<file path="src/shared/sie_regs.svh">
// constants of the status indicator encoder: register offsets, fields,
// reset values and flash timing
// assumes a 50 MHz system clock and a word-wide register port
`ifndef SIE_REGS_SVH
`define SIE_REGS_SVH

`define SIE_CLK_HZ           50000000
`define SIE_TICK_MS          50
`define SIE_TICK_CYCLES      ((`SIE_CLK_HZ / 1000) * `SIE_TICK_MS)
`define SIE_PHASE_TICKS      20
`define SIE_SLOW_ON_TICKS    10
`define SIE_SHORT_ON_TICKS   2
`define SIE_CHO_SLOT_TICKS   4

`define SIE_ADDR_CTRL        4'h0
`define SIE_ADDR_STATUS      4'h4
`define SIE_CTRL_RESET       2'h0
`define SIE_CTRL_TEST_BIT    0
`define SIE_CTRL_DARK_BIT    1
`define SIE_ST_L1_LSB        0
`define SIE_ST_L2_LSB        4
`define SIE_ST_L3_LSB        8
`define SIE_ST_CH1_BIT       12
`define SIE_ST_CH2_BIT       13
`define SIE_ST_CHO_BIT       16
`define SIE_CHO_SLOTS_ONE    3'h2
`define SIE_CHO_SLOTS_TWO    3'h4

`endif

</file>
<file path="src/shared/sie_pkg.sv">
// types of the status indicator encoder
// assumes nothing beyond the constants header
package sie_pkg;
   typedef logic [31:0] sie_word_t;
   typedef logic [3:0]  sie_addr_t;

   typedef enum logic [2:0] {
      SIE_L1_RED       = 3'b000,
      SIE_L1_RED_SLOW  = 3'b001,
      SIE_L1_RED_FAST  = 3'b010,
      SIE_L1_GRN_SLOW  = 3'b011,
      SIE_L1_GRN       = 3'b100
   } sie_l1_mode_t;

   typedef enum logic [1:0] {
      SIE_L2_DARK      = 2'b00,
      SIE_L2_STEADY    = 2'b01,
      SIE_L2_FLASH     = 2'b10,
      SIE_L2_CHANGE    = 2'b11
   } sie_l2_mode_t;

   typedef enum logic [2:0] {
      SIE_L3_DARK      = 3'b000,
      SIE_L3_STEADY    = 3'b001,
      SIE_L3_SLOW      = 3'b010,
      SIE_L3_SHORT     = 3'b011,
      SIE_L3_FAST      = 3'b100
   } sie_l3_mode_t;
endpackage

</file>
<file path="src/shared/sie_flash_if.sv">
// flash timing bundle between the encoder and its flash generator
// assumes both ends run on the same system clock
interface sie_flash_if;
   logic restart;
   logic tick;
   logic slow;
   logic fast;
   logic short_on;

   modport gen  (input restart, output tick, output slow, output fast, output short_on);
   modport user (output restart, input tick, input slow, input fast, input short_on);
endinterface

</file>
<file path="src/sie_flash_gen.sv">
// flash generator: one tick prescaler and a phase counter per second
// assumes restart is a one-cycle request from the encoder
`include "sie_regs.svh"

module sie_flash_gen #(
   parameter int unsigned TICK_CYCLES = `SIE_TICK_CYCLES,
   parameter int unsigned PHASE_TICKS = `SIE_PHASE_TICKS
) (
   input  wire logic clk_i,
   input  wire logic rst_i,
   sie_flash_if.gen  fl
);
   import sie_pkg::*;

   localparam int unsigned PW = $clog2(TICK_CYCLES);
   localparam int unsigned CW = (PW < 1) ? 1 : PW;

   generate
      if (TICK_CYCLES < 2 || PHASE_TICKS != `SIE_PHASE_TICKS)
      begin : g_bad
         $error("sie_flash_gen: unsupported tick or phase count");
      end
   endgenerate

   logic [CW-1:0] pre_r;
   logic [4:0]    phase_r;
   logic          pre_end;

   assign pre_end = (pre_r == CW'(TICK_CYCLES - 1));

   ////////////////////////////////////////////////////////////////////////////
   // prescaler; restart realigns the phase so a new pattern starts lit
   always_ff @(posedge clk_i or posedge rst_i)
   begin
      if (rst_i)
         pre_r <= '0;
      else if (fl.restart || pre_end)
         pre_r <= '0;
      else
         pre_r <= pre_r + CW'(1);
   end

   always_ff @(posedge clk_i or posedge rst_i)
   begin
      if (rst_i)
         phase_r <= 5'h0;
      else if (fl.restart)
         phase_r <= 5'h0;
      else if (pre_end)
         phase_r <= (phase_r == 5'(PHASE_TICKS - 1)) ? 5'h0 : phase_r + 5'h1;
   end

   assign fl.tick     = pre_end && !fl.restart;
   assign fl.slow     = (phase_r < 5'(`SIE_SLOW_ON_TICKS));
   assign fl.fast     = !phase_r[0];
   assign fl.short_on = (phase_r < 5'(`SIE_SHORT_ON_TICKS));

   ////////////////////////////////////////////////////////////////////////////
   restart_phase_a: assert property (@(posedge clk_i) disable iff (rst_i)
      fl.restart |=> (phase_r == 5'h0) && (pre_r == '0) && fl.slow)
      else $error("flash phase not realigned by restart");

   phase_wrap_a: assert property (@(posedge clk_i) disable iff (rst_i)
      (pre_end && !fl.restart && phase_r == 5'(PHASE_TICKS - 1)) |=> phase_r == 5'h0)
      else $error("flash phase did not wrap after one second");
endmodule

</file>
<file path="src/sie_top.sv">
// status indicator encoder: maps curtain status flags onto three lamps
// and decodes the supply polarity into the transmission channel
// assumes all status inputs are synchronous to MCLK_I and stable levels,
// except UPSTREAM_CHANGE_I which is a one-cycle event
//
// Strobed register access and the register offsets are this design's own decisions.
`include "sie_regs.svh"

// Summary of operation
// - first lamp flashes green at 1 Hz when safety outputs on, weak signal
// - first lamp flashes red 1 Hz on external error, 10 Hz on internal error
// - second lamp dark unless interlock blocked with field free and sensor enabled, or upstream circuit open or changing over
// - second lamp steady yellow when interlock blocked and ready to unlock
// - second lamp flashes yellow while the upstream safety circuit is open
// - second lamp flashes yellow once or twice on upstream circuit changeover
// - third lamp dark when no special function is active
// - third lamp steady blue once a blanking parameter is taught correctly
// - third lamp flashes blue at 1 Hz while muting is active
// - short blue flashes for teaching, muting restart required, or override
// - third lamp flashes blue at 10 Hz on a teaching error
// - pin A high, B low selects first channel; reversed selects second
module sie_top #(
   parameter int unsigned TICK_CYCLES = `SIE_TICK_CYCLES
) (
   input  wire logic              MCLK_I,
   input  wire logic              RESET_I,
   input  wire logic              SAFETY_OUTPUT_ON_I,
   input  wire logic              WEAK_SIGNAL_I,
   input  wire logic              EXT_ERROR_I,
   input  wire logic              INT_ERROR_I,
   input  wire logic              RESTART_INTERLOCK_ACTIVE_I,
   input  wire logic              RESTART_INTERLOCK_BLOCKED_I,
   input  wire logic              FIELD_FREE_I,
   input  wire logic              LINKED_SENSOR_OK_I,
   input  wire logic              UPSTREAM_OPEN_I,
   input  wire logic              UPSTREAM_CHANGE_I,
   input  wire logic              UPSTREAM_CHANGE_TWICE_I,
   input  wire logic              BLANK_TAUGHT_I,
   input  wire logic              MUTING_I,
   input  wire logic              TEACHING_I,
   input  wire logic              MUTING_RESTART_REQ_I,
   input  wire logic              MUTING_OVERRIDE_I,
   input  wire logic              TEACH_ERROR_I,
   input  wire logic              SUPPLY_PIN_A_I,
   input  wire logic              SUPPLY_PIN_B_I,
   input  wire sie_pkg::sie_addr_t REG_ADDR_I,
   input  wire sie_pkg::sie_word_t REG_WDATA_I,
   input  wire logic              REG_WR_I,
   input  wire logic              REG_RD_I,
   output logic                   LAMP1_RED_O,
   output logic                   LAMP1_GREEN_O,
   output logic                   LAMP2_YELLOW_O,
   output logic                   LAMP3_BLUE_O,
   output logic                   FIRST_TRANSMISSION_CHANNEL_O,
   output logic                   SECOND_TRANSMISSION_CHANNEL_O,
   output sie_pkg::sie_word_t     REG_RDATA_O
);
   import sie_pkg::*;

   generate
      if (TICK_CYCLES < 2)
      begin : g_bad
         $error("sie_top: tick count too small");
      end
   endgenerate

   sie_flash_if fl ();

   sie_l1_mode_t l1_mode_r;
   sie_l1_mode_t l1_mode_nxt;
   sie_l2_mode_t l2_mode_r;
   sie_l2_mode_t l2_mode_nxt;
   sie_l3_mode_t l3_mode_r;
   sie_l3_mode_t l3_mode_nxt;
   logic [1:0]   ctrl_r;
   logic [2:0]   cho_cnt_r;
   logic [1:0]   cho_tick_r;
   logic         cho_busy;
   logic         red_nxt;
   logic         green_nxt;
   logic         yellow_nxt;
   logic         blue_nxt;
   logic         lamp_test;
   logic         lamp_dark;

   sie_flash_gen #(
      .TICK_CYCLES (TICK_CYCLES),
      .PHASE_TICKS (`SIE_PHASE_TICKS)
   ) u_flash (
      .clk_i (MCLK_I),
      .rst_i (RESET_I),
      .fl    (fl.gen)
   );

   assign lamp_test = ctrl_r[`SIE_CTRL_TEST_BIT];
   assign lamp_dark = ctrl_r[`SIE_CTRL_DARK_BIT];
   assign cho_busy  = (cho_cnt_r != 3'h0);

   ////////////////////////////////////////////////////////////////////////////
   // mode selection; errors outrank everything on the first lamp
   always_comb
   begin
      if (INT_ERROR_I)
         l1_mode_nxt = SIE_L1_RED_FAST;
      else if (EXT_ERROR_I)
         l1_mode_nxt = SIE_L1_RED_SLOW;
      else if (!SAFETY_OUTPUT_ON_I)
         l1_mode_nxt = SIE_L1_RED;
      else if (WEAK_SIGNAL_I)
         l1_mode_nxt = SIE_L1_GRN_SLOW;
      else
         l1_mode_nxt = SIE_L1_GRN;
   end

   // a running changeover sequence is shown to its end before anything else
   always_comb
   begin
      if (cho_busy || UPSTREAM_CHANGE_I)
         l2_mode_nxt = SIE_L2_CHANGE;
      else if (UPSTREAM_OPEN_I)
         l2_mode_nxt = SIE_L2_FLASH;
      else if (RESTART_INTERLOCK_ACTIVE_I && RESTART_INTERLOCK_BLOCKED_I
               && FIELD_FREE_I && LINKED_SENSOR_OK_I)
         l2_mode_nxt = SIE_L2_STEADY;
      else
         l2_mode_nxt = SIE_L2_DARK;
   end

   always_comb
   begin
      if (TEACH_ERROR_I)
         l3_mode_nxt = SIE_L3_FAST;
      else if (TEACHING_I || MUTING_RESTART_REQ_I || MUTING_OVERRIDE_I)
         l3_mode_nxt = SIE_L3_SHORT;
      else if (MUTING_I)
         l3_mode_nxt = SIE_L3_SLOW;
      else if (BLANK_TAUGHT_I)
         l3_mode_nxt = SIE_L3_STEADY;
      else
         l3_mode_nxt = SIE_L3_DARK;
   end

   // any change of a displayed state starts the flash pattern afresh
   assign fl.restart = (l1_mode_nxt != l1_mode_r) || (l2_mode_nxt != l2_mode_r)
                       || (l3_mode_nxt != l3_mode_r);

   always_ff @(posedge MCLK_I or posedge RESET_I)
   begin
      if (RESET_I)
      begin
         l1_mode_r <= SIE_L1_RED;
         l2_mode_r <= SIE_L2_DARK;
         l3_mode_r <= SIE_L3_DARK;
      end
      else
      begin
         l1_mode_r <= l1_mode_nxt;
         l2_mode_r <= l2_mode_nxt;
         l3_mode_r <= l3_mode_nxt;
      end
   end

   ////////////////////////////////////////////////////////////////////////////
   // changeover sequence: two slots per flash, lit on even counts;
   // a new event during a sequence restarts it rather than queueing
   always_ff @(posedge MCLK_I or posedge RESET_I)
   begin
      if (RESET_I)
      begin
         cho_cnt_r  <= 3'h0;
         cho_tick_r <= 2'h0;
      end
      else if (UPSTREAM_CHANGE_I)
      begin
         cho_cnt_r  <= UPSTREAM_CHANGE_TWICE_I ? `SIE_CHO_SLOTS_TWO : `SIE_CHO_SLOTS_ONE;
         cho_tick_r <= 2'h0;
      end
      else if (cho_busy && fl.tick)
      begin
         if (cho_tick_r == 2'(`SIE_CHO_SLOT_TICKS - 1))
         begin
            cho_tick_r <= 2'h0;
            cho_cnt_r  <= cho_cnt_r - 3'h1;
         end
         else
            cho_tick_r <= cho_tick_r + 2'h1;
      end
   end

   ////////////////////////////////////////////////////////////////////////////
   // lamp drive; dark control outranks lamp test
   always_comb
   begin
      red_nxt   = 1'b0;
      green_nxt = 1'b0;
      unique case (l1_mode_r)
         SIE_L1_RED:      red_nxt   = 1'b1;
         SIE_L1_RED_SLOW: red_nxt   = fl.slow;
         SIE_L1_RED_FAST: red_nxt   = fl.fast;
         SIE_L1_GRN_SLOW: green_nxt = fl.slow;
         SIE_L1_GRN:      green_nxt = 1'b1;
         default:         red_nxt   = 1'b1;
      endcase
   end

   always_comb
   begin
      yellow_nxt = 1'b0;
      unique case (l2_mode_r)
         SIE_L2_DARK:   yellow_nxt = 1'b0;
         SIE_L2_STEADY: yellow_nxt = 1'b1;
         SIE_L2_FLASH:  yellow_nxt = fl.slow;
         SIE_L2_CHANGE: yellow_nxt = cho_busy && !cho_cnt_r[0];
      endcase
   end

   always_comb
   begin
      blue_nxt = 1'b0;
      unique case (l3_mode_r)
         SIE_L3_DARK:   blue_nxt = 1'b0;
         SIE_L3_STEADY: blue_nxt = 1'b1;
         SIE_L3_SLOW:   blue_nxt = fl.slow;
         SIE_L3_SHORT:  blue_nxt = fl.short_on;
         SIE_L3_FAST:   blue_nxt = fl.fast;
         default:       blue_nxt = 1'b0;
      endcase
   end

   always_ff @(posedge MCLK_I or posedge RESET_I)
   begin
      if (RESET_I)
      begin
         LAMP1_RED_O    <= 1'b0;
         LAMP1_GREEN_O  <= 1'b0;
         LAMP2_YELLOW_O <= 1'b0;
         LAMP3_BLUE_O   <= 1'b0;
      end
      else if (lamp_dark)
      begin
         LAMP1_RED_O    <= 1'b0;
         LAMP1_GREEN_O  <= 1'b0;
         LAMP2_YELLOW_O <= 1'b0;
         LAMP3_BLUE_O   <= 1'b0;
      end
      else if (lamp_test)
      begin
         LAMP1_RED_O    <= 1'b1;
         LAMP1_GREEN_O  <= 1'b1;
         LAMP2_YELLOW_O <= 1'b1;
         LAMP3_BLUE_O   <= 1'b1;
      end
      else
      begin
         LAMP1_RED_O    <= red_nxt;
         LAMP1_GREEN_O  <= green_nxt;
         LAMP2_YELLOW_O <= yellow_nxt;
         LAMP3_BLUE_O   <= blue_nxt;
      end
   end

   ////////////////////////////////////////////////////////////////////////////
   // channel decode; equal polarity on both pins selects neither channel
   always_ff @(posedge MCLK_I or posedge RESET_I)
   begin
      if (RESET_I)
      begin
         FIRST_TRANSMISSION_CHANNEL_O  <= 1'b0;
         SECOND_TRANSMISSION_CHANNEL_O <= 1'b0;
      end
      else
      begin
         FIRST_TRANSMISSION_CHANNEL_O  <= SUPPLY_PIN_A_I && !SUPPLY_PIN_B_I;
         SECOND_TRANSMISSION_CHANNEL_O <= !SUPPLY_PIN_A_I && SUPPLY_PIN_B_I;
      end
   end

   ////////////////////////////////////////////////////////////////////////////
   // register port
   always_ff @(posedge MCLK_I or posedge RESET_I)
   begin
      if (RESET_I)
         ctrl_r <= `SIE_CTRL_RESET;
      else if (REG_WR_I && REG_ADDR_I == `SIE_ADDR_CTRL)
         ctrl_r <= REG_WDATA_I[1:0];
   end

   always_ff @(posedge MCLK_I or posedge RESET_I)
   begin
      if (RESET_I)
         REG_RDATA_O <= 32'h0000_0000;
      else
      begin
         REG_RDATA_O <= 32'h0000_0000;
         if (REG_RD_I && REG_ADDR_I == `SIE_ADDR_CTRL)
            REG_RDATA_O[1:0] <= ctrl_r;
         else if (REG_RD_I && REG_ADDR_I == `SIE_ADDR_STATUS)
         begin
            REG_RDATA_O[`SIE_ST_L1_LSB +: 3] <= l1_mode_r;
            REG_RDATA_O[`SIE_ST_L2_LSB +: 2] <= l2_mode_r;
            REG_RDATA_O[`SIE_ST_L3_LSB +: 3] <= l3_mode_r;
            REG_RDATA_O[`SIE_ST_CH1_BIT]     <= FIRST_TRANSMISSION_CHANNEL_O;
            REG_RDATA_O[`SIE_ST_CH2_BIT]     <= SECOND_TRANSMISSION_CHANNEL_O;
            REG_RDATA_O[`SIE_ST_CHO_BIT]     <= cho_busy;
         end
      end
   end

   ////////////////////////////////////////////////////////////////////////////
   // checks
   green_weak_a: assert property (@(posedge MCLK_I) disable iff (RESET_I)
      (SAFETY_OUTPUT_ON_I && WEAK_SIGNAL_I && !INT_ERROR_I && !EXT_ERROR_I)
      |=> l1_mode_r == SIE_L1_GRN_SLOW)
      else $error("weak signal not shown as slow green");

   red_error_a: assert property (@(posedge MCLK_I) disable iff (RESET_I)
      (l1_mode_r == SIE_L1_RED_FAST && ctrl_r == 2'h0)
      |=> LAMP1_RED_O == $past(fl.fast) && !LAMP1_GREEN_O)
      else $error("internal error not shown as fast red");

   lamp2_dark_a: assert property (@(posedge MCLK_I) disable iff (RESET_I)
      (!RESTART_INTERLOCK_ACTIVE_I && !UPSTREAM_OPEN_I && !UPSTREAM_CHANGE_I && !cho_busy)
      |=> l2_mode_r == SIE_L2_DARK)
      else $error("second lamp not dark with interlock off");

   yellow_steady_a: assert property (@(posedge MCLK_I) disable iff (RESET_I)
      (l2_mode_r == SIE_L2_STEADY && ctrl_r == 2'h0) |=> LAMP2_YELLOW_O)
      else $error("ready interlock not shown steady yellow");

   upstream_flash_a: assert property (@(posedge MCLK_I) disable iff (RESET_I)
      (UPSTREAM_OPEN_I && !UPSTREAM_CHANGE_I && !cho_busy) |=> l2_mode_r == SIE_L2_FLASH)
      else $error("open upstream circuit not shown flashing");

   changeover_load_a: assert property (@(posedge MCLK_I) disable iff (RESET_I)
      UPSTREAM_CHANGE_I |=> cho_cnt_r == ($past(UPSTREAM_CHANGE_TWICE_I) ? 3'h4 : 3'h2))
      else $error("changeover flash count wrong");

   lamp3_dark_a: assert property (@(posedge MCLK_I) disable iff (RESET_I)
      (l3_mode_r == SIE_L3_DARK && !lamp_test) |=> !LAMP3_BLUE_O)
      else $error("third lamp lit with no special function");

   blue_steady_a: assert property (@(posedge MCLK_I) disable iff (RESET_I)
      (BLANK_TAUGHT_I && !MUTING_I && !TEACHING_I && !MUTING_RESTART_REQ_I
       && !MUTING_OVERRIDE_I && !TEACH_ERROR_I) |=> ##1 (LAMP3_BLUE_O || $past(lamp_dark)))
      else $error("taught blanking not shown steady blue");

   teach_fast_a: assert property (@(posedge MCLK_I) disable iff (RESET_I)
      (l3_mode_r == SIE_L3_FAST && ctrl_r == 2'h0) |=> LAMP3_BLUE_O == $past(fl.fast))
      else $error("teach error not shown as fast blue");

   channel_sel_a: assert property (@(posedge MCLK_I) disable iff (RESET_I)
      1'b1 |=> FIRST_TRANSMISSION_CHANNEL_O == ($past(SUPPLY_PIN_A_I) && !$past(SUPPLY_PIN_B_I))
      && SECOND_TRANSMISSION_CHANNEL_O == (!$past(SUPPLY_PIN_A_I) && $past(SUPPLY_PIN_B_I)))
      else $error("transmission channel decode wrong");

   red_off_a: assert property (@(posedge MCLK_I) disable iff (RESET_I)
      (!SAFETY_OUTPUT_ON_I && !INT_ERROR_I && !EXT_ERROR_I)
      |=> ##1 (($past(ctrl_r) != 2'h0) || (LAMP1_RED_O && !LAMP1_GREEN_O)))
      else $error("outputs off not shown steady red");

   mode_restart_a: assert property (@(posedge MCLK_I) disable iff (RESET_I)
      ($changed(l1_mode_r) || $changed(l2_mode_r) || $changed(l3_mode_r)) |-> $past(fl.restart))
      else $error("mode change without flash restart");

   weak_seen_c:  cover property (@(posedge MCLK_I) disable iff (RESET_I)
      l1_mode_r == SIE_L1_GRN_SLOW ##1 LAMP1_GREEN_O);
   cho_two_c:    cover property (@(posedge MCLK_I) disable iff (RESET_I)
      (UPSTREAM_CHANGE_I && UPSTREAM_CHANGE_TWICE_I) ##1 cho_cnt_r == 3'h4);
   muting_c:     cover property (@(posedge MCLK_I) disable iff (RESET_I)
      l3_mode_r == SIE_L3_SLOW ##1 LAMP3_BLUE_O);
   channel_two_c: cover property (@(posedge MCLK_I) disable iff (RESET_I)
      SECOND_TRANSMISSION_CHANNEL_O);
endmodule

</file>
<file path="config.mk">
export PLATFORM = sky130hd
export DESIGN_NAME = sie_top
export DESIGN_NICKNAME = d
export VERILOG_FILES = /design/src/shared/sie_pkg.sv /design/src/shared/sie_flash_if.sv /design/src/sie_flash_gen.sv /design/src/sie_top.sv
export VERILOG_INCLUDE_DIRS = /design/src /design/src/shared
export SDC_FILE = /design/constraint.sdc
export NUM_CORES = 1
export LEC_CHECK = 0
export ABC_CLOCK_PERIOD_IN_PS = 3200
export BUFFER_PORTS_ARGS = -buffer_cell sky130_fd_sc_hd__buf_2
export CORE_ASPECT_RATIO = 1.75
export CORE_MARGIN = 3
export CORE_UTILIZATION = 36
export DETAILED_ROUTE_END_ITERATION = 8
export SYNTH_ARGS = -nofsm -noshare
export SYNTH_HDL_FRONTEND = slang
export SYNTH_SLANG_ARGS = --single-unit
</file>
<file path="constraint.sdc">
create_clock -name MCLK_I -period 3.2 [get_ports MCLK_I]
set_input_delay 0.16 -clock MCLK_I [delete_from_list [all_inputs] [get_ports MCLK_I]]
set_output_delay 0.16 -clock MCLK_I [all_outputs]
set_load 0.01 [all_outputs]
</file>
# Yosys cells after proc, flatten, opt, wreduce, memory -nomap -nowiden
# Index checks and enable logic that the tools add are counted.
# classes
reduce_logical,30
order_cmp,2
mux,45
n_eq_ne,18
n_addsub,4
# ops
operator,n
$mux 3,12
$mux 2,12
$add 22x1->22 const B,1
$eq 22x22->1 const B,1
$mux 22,1
$mux 5,3
$mux 1,13
$eq 3x2->1 const B,4
$logic_and 1x1->1,11
$pmux 1 s4,2
$eq 2x2->1 const B,3
$eq 3x1->1 const B,2
$eq 3x3->1 const B,2
$logic_or 1x1->1,6
$ne 3x3->1,2
$reduce_bool 2->1,3
$add 5x1->5 const B,1
$eq 5x5->1 const B,1
$logic_not 1->1,5
$lt 5x2->1 const B,1
$lt 5x4->1 const B,1
$eq 4x3->1 const B,1
$logic_not 4->1,1
$pmux 1 s3,1
9 further kinds,9
# totals
reg_bits,59
output_inout_bits,38
in_bits,59

# Depth between registers and ports, before layout
# Gate-level depths: netlist of the first run.
# logic_depth
depth_word,14
ltp_mapped,10
ltp_nobuf,8

# Modules after synthesis
# A second synthesis of the first run with hierarchy kept.
# hier_totals
hier_cells,315
area_unflattened_um2,3153.0
# by_module_without_submodules
module,area_each_um2,cells_per_inst,n_inst
sie_top,1654.1,157,1
sie_flash_gen,1498.9,158,1

# Least setup slack after synthesis of the first run
# No wires, ideal clock.
# synth_path
path_type,register to register
from,register cho_cnt_r[0]
to,register cho_tick_r[0]
t_required_ps,3075
path_stages_with_launch,10
t_arrival_ps,2495
path_slack_ps,580
period_less_slack_ps,2620
n_path_buf,1
path_cell_list,dfrtp_1 > inv_1 > ha_1 > or3b_2 > a311oi_1 > o22ai_1 > or3b_1 > buf_2 > nor3b_2 > mux2_2
# synth_between
elab_chain_len,10
# synth_lines
item,line_no,source
"start, declared",sie_top.sv:76,logic [2:0] cho_cnt_r;
"start signal, assigned",sie_top.sv:175,cho_cnt_r <= UPSTREAM_CHANGE_TWICE_I ? `SIE_CHO_SLOTS_TWO : `SIE_CHO_SLOTS_ONE;
"start signal, assigned",sie_top.sv:183,cho_cnt_r <= cho_cnt_r - 3'h1;
$reduce_bool 3->1 *,sie_top.sv:97,assign cho_busy = (cho_cnt_r != 3'h0);
$logic_or 1x1->1,sie_top.sv:118,if (cho_busy || UPSTREAM_CHANGE_I)
$mux 2,sie_top.sv:118,
$ne 2x2->1,sie_top.sv:144,assign fl.restart = (l1_mode_nxt != l1_mode_r) || (l2_mode_nxt != l2_mode_r)
$logic_or 1x1->1,sie_top.sv:144,
$logic_or 1x1->1,sie_top.sv:145,|| (l3_mode_nxt != l3_mode_r);
$logic_not 1->1,sie_flash_gen.sv:53,assign fl.tick = pre_end && !fl.restart;
$logic_and 1x1->1,sie_flash_gen.sv:53,
$logic_and 1x1->1 *,sie_top.sv:178,else if (cho_busy && fl.tick)
$reduce_bool 2->1 (no line) *,-,
"end signal, assigned",sie_top.sv:186,cho_tick_r <= cho_tick_r + 2'h1;
"end, declared",sie_top.sv:77,logic [1:0] cho_tick_r;
# Every way passes the cells marked *; elsewhere a longest branch is shown, timed or not.
# A chain may end at the register's enable or synchronous reset.

# Worst setup path in the final report of the first run
# Ends and elaborated chain as after synthesis.

==> summary.txt, run 1 <==
Status -> finished, violations left
Failing checks -> hold timing
Total track usage -> 13.61%
Hold Buf Count CTS -> 2
Clk buf depth -> 2
Seq/Total Area, Yosys -> 46.84%
FF+latch count, synth -> 59
Crit path DAT -> 3070 ps
Most common cell after layout, fill and taps aside -> dfrtp_1
First-pass GRT wire length -> 10,540 um
Final Max Tran Viols -> 0
Yosys cell types -> 53
Drt total wl -> 6281 um
Final hold vios -> 4
Fin Clk Skew -> 4.588 ps
Synthesized area -> 0.003152 mm^2
Number of synthesized flops with an enable pin -> 0
DRT Pass-1 Iters -> 4
Initial DRC Count -> 89
Comb power frac -> 7.7%
Slew HR -> 44.58%
Setup TNS -> 0 ps
Final setup margin -> 342.2 ps
Clock sink total -> 59
Die width -> 76.73 um
Most frequent cells in the layout -> dfrtp_1 (59), nor2_1 (46), buf_2 (45)
Worst EP required -> 3420 ps
Area leader, netlist -> dfrtp_1
Floorplan core area -> 0.008423 mm^2
I/O Pins -> 97
Yosys warns -> 0
Fmax -> 349.9 MHz
Final nets -> 432
Post-Syn Instances -> 317
H-Tree Level Count -> 3
Max rail drop VDD -> 0.2740 mV
Pin count of the biggest net entering global routing -> 40
Crit path time final -> 2858 ps
Top cells by area, synth -> dfrtp_1 (47%), nor2_1 (5.5%), buf_4 (5.0%)
RSZ-0062 raised after global routing -> false
WL/cell -> 12.87 um
Top FF cell, synth -> dfrtp_1
Internal cell power -> 0.001602 W
Worst-Skew Late Latency -> 330 ps
Worst-Margin Slew -> 830.0 ps
CTS buffer count -> 9
Pwr Density -> 546.2 mW/mm^2
Vias per std cell -> 4.799
Antenna Nets Post-Route -> 0
Maxcap violations -> 0
Starting density of the core -> 37.42%
Startpoint Class -> flip-flop
Cell Rows -> 44
Placed cell count -> 470
Die Area -> 0.009958 mm^2
Crit share post-route -> 89.31%
DRC viols -> 0
DPL Wire Length -> 4626 um
Switching part of the total -> 22.07%
Share of cells above drive strength 1 -> 20.38%
CTS resizes -> 0
Vias -> 2,342
Final RePlAce weighted congestion -> 0.7854
# setup viols final -> 0
Place WS -> 297.1 ps
Switching Power -> 0.0004538 W
Clock transition at the registers of the reported paths -> 50 ps
Yosys top cell area share -> 46.84%
# diodes -> 0
Initial antenna violation count -> 0
Non-Filler Instances -> 488
Number of buffers added on ports -> 45
Synth async-reset ratio -> 100.0%
HP Class -> in -> async
Grt ovf -> 0
P_leak -> 1.684 nW
Flop pwr share -> 38.9%
CTS tree -> yes
Root buf cell -> clkbuf_16
Clock network fraction of total power -> 53.4%
P&R area growth vs syn -> 19.45%
Syn_area_per_cell -> 9.943 um^2
Final hold slack -> -12.65 ps
Vias in the first global route -> 2,305
Critical path peak fanout -> 8
WS Path Type -> reg -> reg
Post-CTS setup buffers -> 0
CP Capture Type -> flip-flop
Die height -> 129.8 um
-- critical path: stages, from the launching register on --
cell and delay, ps:
dfrtp_1 380, inv_1 110, ha_1 190, or3b_2 480
a311oi_1 270, o22ai_1 160, or3b_1 520, nor3b_2 280
mux2_2 360
-- logic make-up after synthesis --
group,Yosys count,synth area share (%)
fa+ha+maj,5,1.985
other cells,1,0.1190
buf+inv,38,7.542
flops,59,46.84
compound gates,31,7.066
simple gates,150,26.80
mux,9,2.977
xor+xnor,24,6.669
-- final cells by class --
class                           instances  area [um^2]
Inverter                               10        37.54
Sequential cell                        59         1476
Clock buffer                            9        225.2
Fill cell                             813         4658
Clock inverter                          7        116.4
Multi-Input combinational cell        240         1513
Timing Repair Buffer                   48        252.7
Tap cell                              115        143.9
-- registers in the layout, indices dropped and copies added (netlist names), 3 cells and up --
| register | flops |
|---|---|
| u_flash.pre_r | 22 |
| REG_RDATA_O | 11 |
| u_flash.phase_r | 5 |
| cho_cnt_r | 3 |
| l1_mode_r | 3 |
| l3_mode_r | 3 |
-- power groups by stage --
stage                     registers, W  logic [W]  clock network (W)
final                         0.000801   0.000158            0.00110
after global routing          0.000807   0.000179            0.00116
after CTS                     0.000801   0.000162            0.00112
after detailed placement      0.000814   0.000159                  0
after global placement        0.000813   0.000155                  0
after floorplan               0.000817   0.000112                  0
-- final timing paths --
check	slack, ps	endpoint	startpoint	depth (start not counted)
worst max-delay path	340	cho_tick_r[0]$_DFFE_PP0P_	cho_cnt_r[0]$_DFFE_PP0P_	8
min in group MCLK_I	20	l3_mode_r[2]$_DFF_PP0_	TEACH_ERROR_I	1
worst max register to register	340	cho_tick_r[0]$_DFFE_PP0P_	cho_cnt_r[0]$_DFFE_PP0P_	8
worst min register to register	480	REG_RDATA_O[13]$_DFF_PP0_	SECOND_TRANSMISSION_CHANNEL_O$_DFF_PP0_	1
worst min-delay path	-10	l3_mode_r[1]$_DFF_PP0_	RESET_I	2
max in group asynchronous	2430	l1_mode_r[2]$_DFF_PP0_	RESET_I	3
-- routing by layer --
| metal | track usage, % | routed length [um] | share of wire, % | vias to the layer above |
|---|---|---|---|---|
| met1 | 12.76 | 2321 | 37 | 1114 |
| met2 | 26.46 | 3523 | 56 | 56 |
| met4 | 6.510 | 141 | 2.2 | 0 |
| li1 | - | - | - | 1160 |
| met5 | 0 | 0 | 0 | - |
| met3 | 4.144 | 294 | 4.7 | 12 |
-- metrics by stage --
step | cell area (um^2) | util (%) | total power, W | hold WS, ps
after global placement | 3403 | 40.40 | 0.0009683 | 323.2
after detailed placement | 3403 | 40.40 | 0.0009731 | 325.6
after CTS | 3765 | 44.70 | 0.002087 | 10.10
final | 3765 | 44.70 | 0.002056 | -12.65
after floorplan | 3227 | - | 0.0009284 | 191.4
after global routing | 3765 | 44.70 | 0.002145 | 15.00
-- cells in the mapped netlist (8+ instances only) --
library cell and instances:
a21oi_1 12, and2_1 11, buf_4 21, dfrtp_1 59
inv_1 10, nand2_1 15, nand2b_1 8, nand3_1 10
nor2_1 46, nor3_1 10, xnor2_1 11, xor2_1 13
Power figures use the tool's default switching activity.
==> run 2: changes to the inputs <==
BUFFER_PORTS_ARGS = not set   (was -buffer_cell sky130_fd_sc_hd__buf_2)
DONT_BUFFER_PORTS = 1   (was not set)
==> summary.txt, run 2 (synthesis gave the netlist of run 1 again) <==
Status -> complete, no violations
Worst r2r dst -> u_flash.pre_r[17]$_DFF_PP0_
Antenna Nets Post-Route -> 0 (unchanged)
Final nets -> 406 (-6.0%)
Worst EP required -> 3450 ps (+30 ps)
WL/cell -> 13.62 um (+5.8%)
Vias per std cell -> 4.924 (+2.6%)
Most frequent cells in the layout -> dfrtp_1 (59), nor2_1 (46), conb_1 (21)
Total track usage -> 13.40% (-0.21 points)
Share of cells above drive strength 1 -> 9.222% (-11 points)
FILL cells -> 786 (-3.3%)
DRT Pass-1 Iters -> 4 (unchanged)
Crit share post-route -> 84.70% (-4.6 points)
Clock network fraction of total power -> 55.4% (+2.0 points)
Internal cell power -> 0.001675 W (+4.5%)
First-pass GRT wire length -> 10,450 um (-0.85%)
Worst-Skew Late Latency -> 320 ps (about the same)
Critical Path Start -> cho_cnt_r[0]$_DFFE_PP0P_
Switching Power -> 0.0004359 W (-3.9%)
Die width -> 76.73 um (unchanged)
Max rail drop VDD -> 0.3123 mV (+14%)
Drt total wl -> 6293 um (+0.19%)
Top Registers -> u_flash.pre_r: 22 flops, REG_RDATA_O: 11 flops, u_flash.phase_r: 5 flops
P_leak -> 1.579 nW (-6.3%)
Clock sink total -> 59 (unchanged)
Final hold slack -> 12.31 ps (+24.96 ps)
Die Area -> 0.009958 mm^2 (unchanged)
# setup viols final -> 0 (unchanged)
CTS resizes -> 0 (unchanged)
Worst reg2reg setup slack -> 490 ps (+150 ps)
WS Path Type -> reg -> reg
Grt ovf -> 0 (unchanged)
Clock transition at the registers of the reported paths -> 50 ps (about the same)
Fin Clk Skew -> 3.346 ps (-1.241 ps)
Starting density of the core -> 37.42% (unchanged)
Slew HR -> 45.32% (+0.73 points)
Initial DRC Count -> 63 (-29%)
Final Max Tran Viols -> 0 (unchanged)
Critical path peak fanout -> 21 (+13)
Die height -> 129.8 um (unchanged)
Hold Buf Count CTS -> 20 (+18)
Crit path time final -> 2710 ps (-147.6 ps)
Setup TNS -> 0 ps (unchanged)
Startpoint Class -> flip-flop
# diodes -> 0 (unchanged)
Cell Rows -> 44 (unchanged)
Vias in the first global route -> 2,252 (-2.3%)
Final hold vios -> 0 (-4)
Comb power frac -> 6.1% (-1.6 points)
CTS buffer count -> 9 (unchanged)
Worst-Margin Slew -> 819.0 ps (-10.99 ps)
Fmax -> 369.0 MHz (+5.4%)
DRC viols -> 0 (unchanged)
Switching part of the total -> 20.65% (-1.4 points)
Min-Delay Endpoint -> cho_cnt_r[2]$_DFFE_PP0P_
Footprint of the multi-input gates -> 0.001513 mm^2 (unchanged)
Biggest register -> u_flash.pre_r
HP Start -> UPSTREAM_CHANGE_I
Root buf cell -> clkbuf_16
Final RePlAce weighted congestion -> 0.7798 (-0.71%)
Max reg flops -> 22 (unchanged)
H-Tree Level Count -> 3 (unchanged)
HP Class -> in -> reg
Number of buffers added on ports -> 0 (-100%)
P&R area growth vs syn -> 19.02%
Pwr Density -> 562.6 mW/mm^2 (+3.0%)
CP Capture Type -> flip-flop
Crit path DAT -> 2960 ps (-110 ps)
Post-CTS setup buffers -> 0 (unchanged)
FF-to-FF path depth -> 9 (+1)
Floorplan core area -> 0.008423 mm^2 (unchanged)
RSZ-0062 raised after global routing -> false
CTS tree -> yes
I/O Pins -> 97 (unchanged)
Vias -> 2,275 (-2.9%)
Hold Crit Depth -> 1
R2r startpoint -> cho_cnt_r[0]$_DFFE_PP0P_
Maxcap violations -> 0 (unchanged)
Sequential Area -> 0.001476 mm^2 (unchanged)
Most common cell after layout, fill and taps aside -> dfrtp_1
DPL Wire Length -> 4539 um (-1.9%)
Pin count of the biggest net entering global routing -> 42 (+5.0%)
Flop pwr share -> 38.5% (-0.4 points)
Clk buf depth -> 2 (unchanged)
Initial antenna violation count -> 0 (unchanged)
run 2: cell type report:
cell class | count | share of cell area [%]
clock buffers | 9 | 6.004
clock inverters | 7 | 3.736
inverters | 10 | 1.001
multi-input cells | 240 | 40.33
flip-flops and latches | 59 | 39.36
well taps | 115 | 3.836
repair buffers | 22 | 5.737
run 2: worst max-delay path by stage:
stage                                   to  slack (ps)  depth (start not counted)
6_report       u_flash.pre_r[17]$_DFF_PP0_         490                          9
5_1_grt        u_flash.pre_r[13]$_DFF_PP0_         330                          9
4_1_cts        u_flash.pre_r[11]$_DFF_PP0_         450                          9
3_5_place_dp   u_flash.pre_r[21]$_DFF_PP0_         460                          9
3_3_place_gp    u_flash.pre_r[2]$_DFF_PP0_         510                          9
2_1_floorplan    cho_tick_r[0]$_DFFE_PP0P_         580                          9
run 2: metrics by stage:
stage	instances	cell area, um^2	total power, W	setup slack, ps	util (%)
floorplan	337	3227	0.0009284	580.0	-
global placement	426	3186	0.0009316	508.4	37.82
detailed placement	426	3186	0.0009352	462.3	37.82
CTS	462	3751	0.002136	453.6	44.53
global route	462	3751	0.002186	330.7	44.53
finish	462	3751	0.002111	489.8	44.53
run 2: layer usage:
metal,GRT usage (%),up-vias,part of all wire (%)
met3,3.936,8,4.4
met4,5.763,0,1.7
met2,27.08,48,58
li1,-,1105,-
met5,0,-,0
met1,12.06,1114,36
run 2: critical path: stages (launching register included):
cell and delay, ps:
dfrtp_1 380, inv_1 120, ha_1 190, or3b_2 480, a311oi_1 260, o22ai_1 140, or3b_1 420, buf_4 190
or2_4 330, nor2_1 130
run 2: power groups by stage:
stage / sequential (W) / clock [W] / combinational [W]
2_1_floorplan: 0.000817 / 0 / 0.000112
3_3_place_gp: 0.000824 / 0 / 0.000107
3_5_place_dp: 0.000826 / 0 / 0.000110
4_1_cts: 0.000813 / 0.00119 / 0.000131
5_1_grt: 0.000816 / 0.00123 / 0.000145
6_report: 0.000813 / 0.00117 / 0.000129
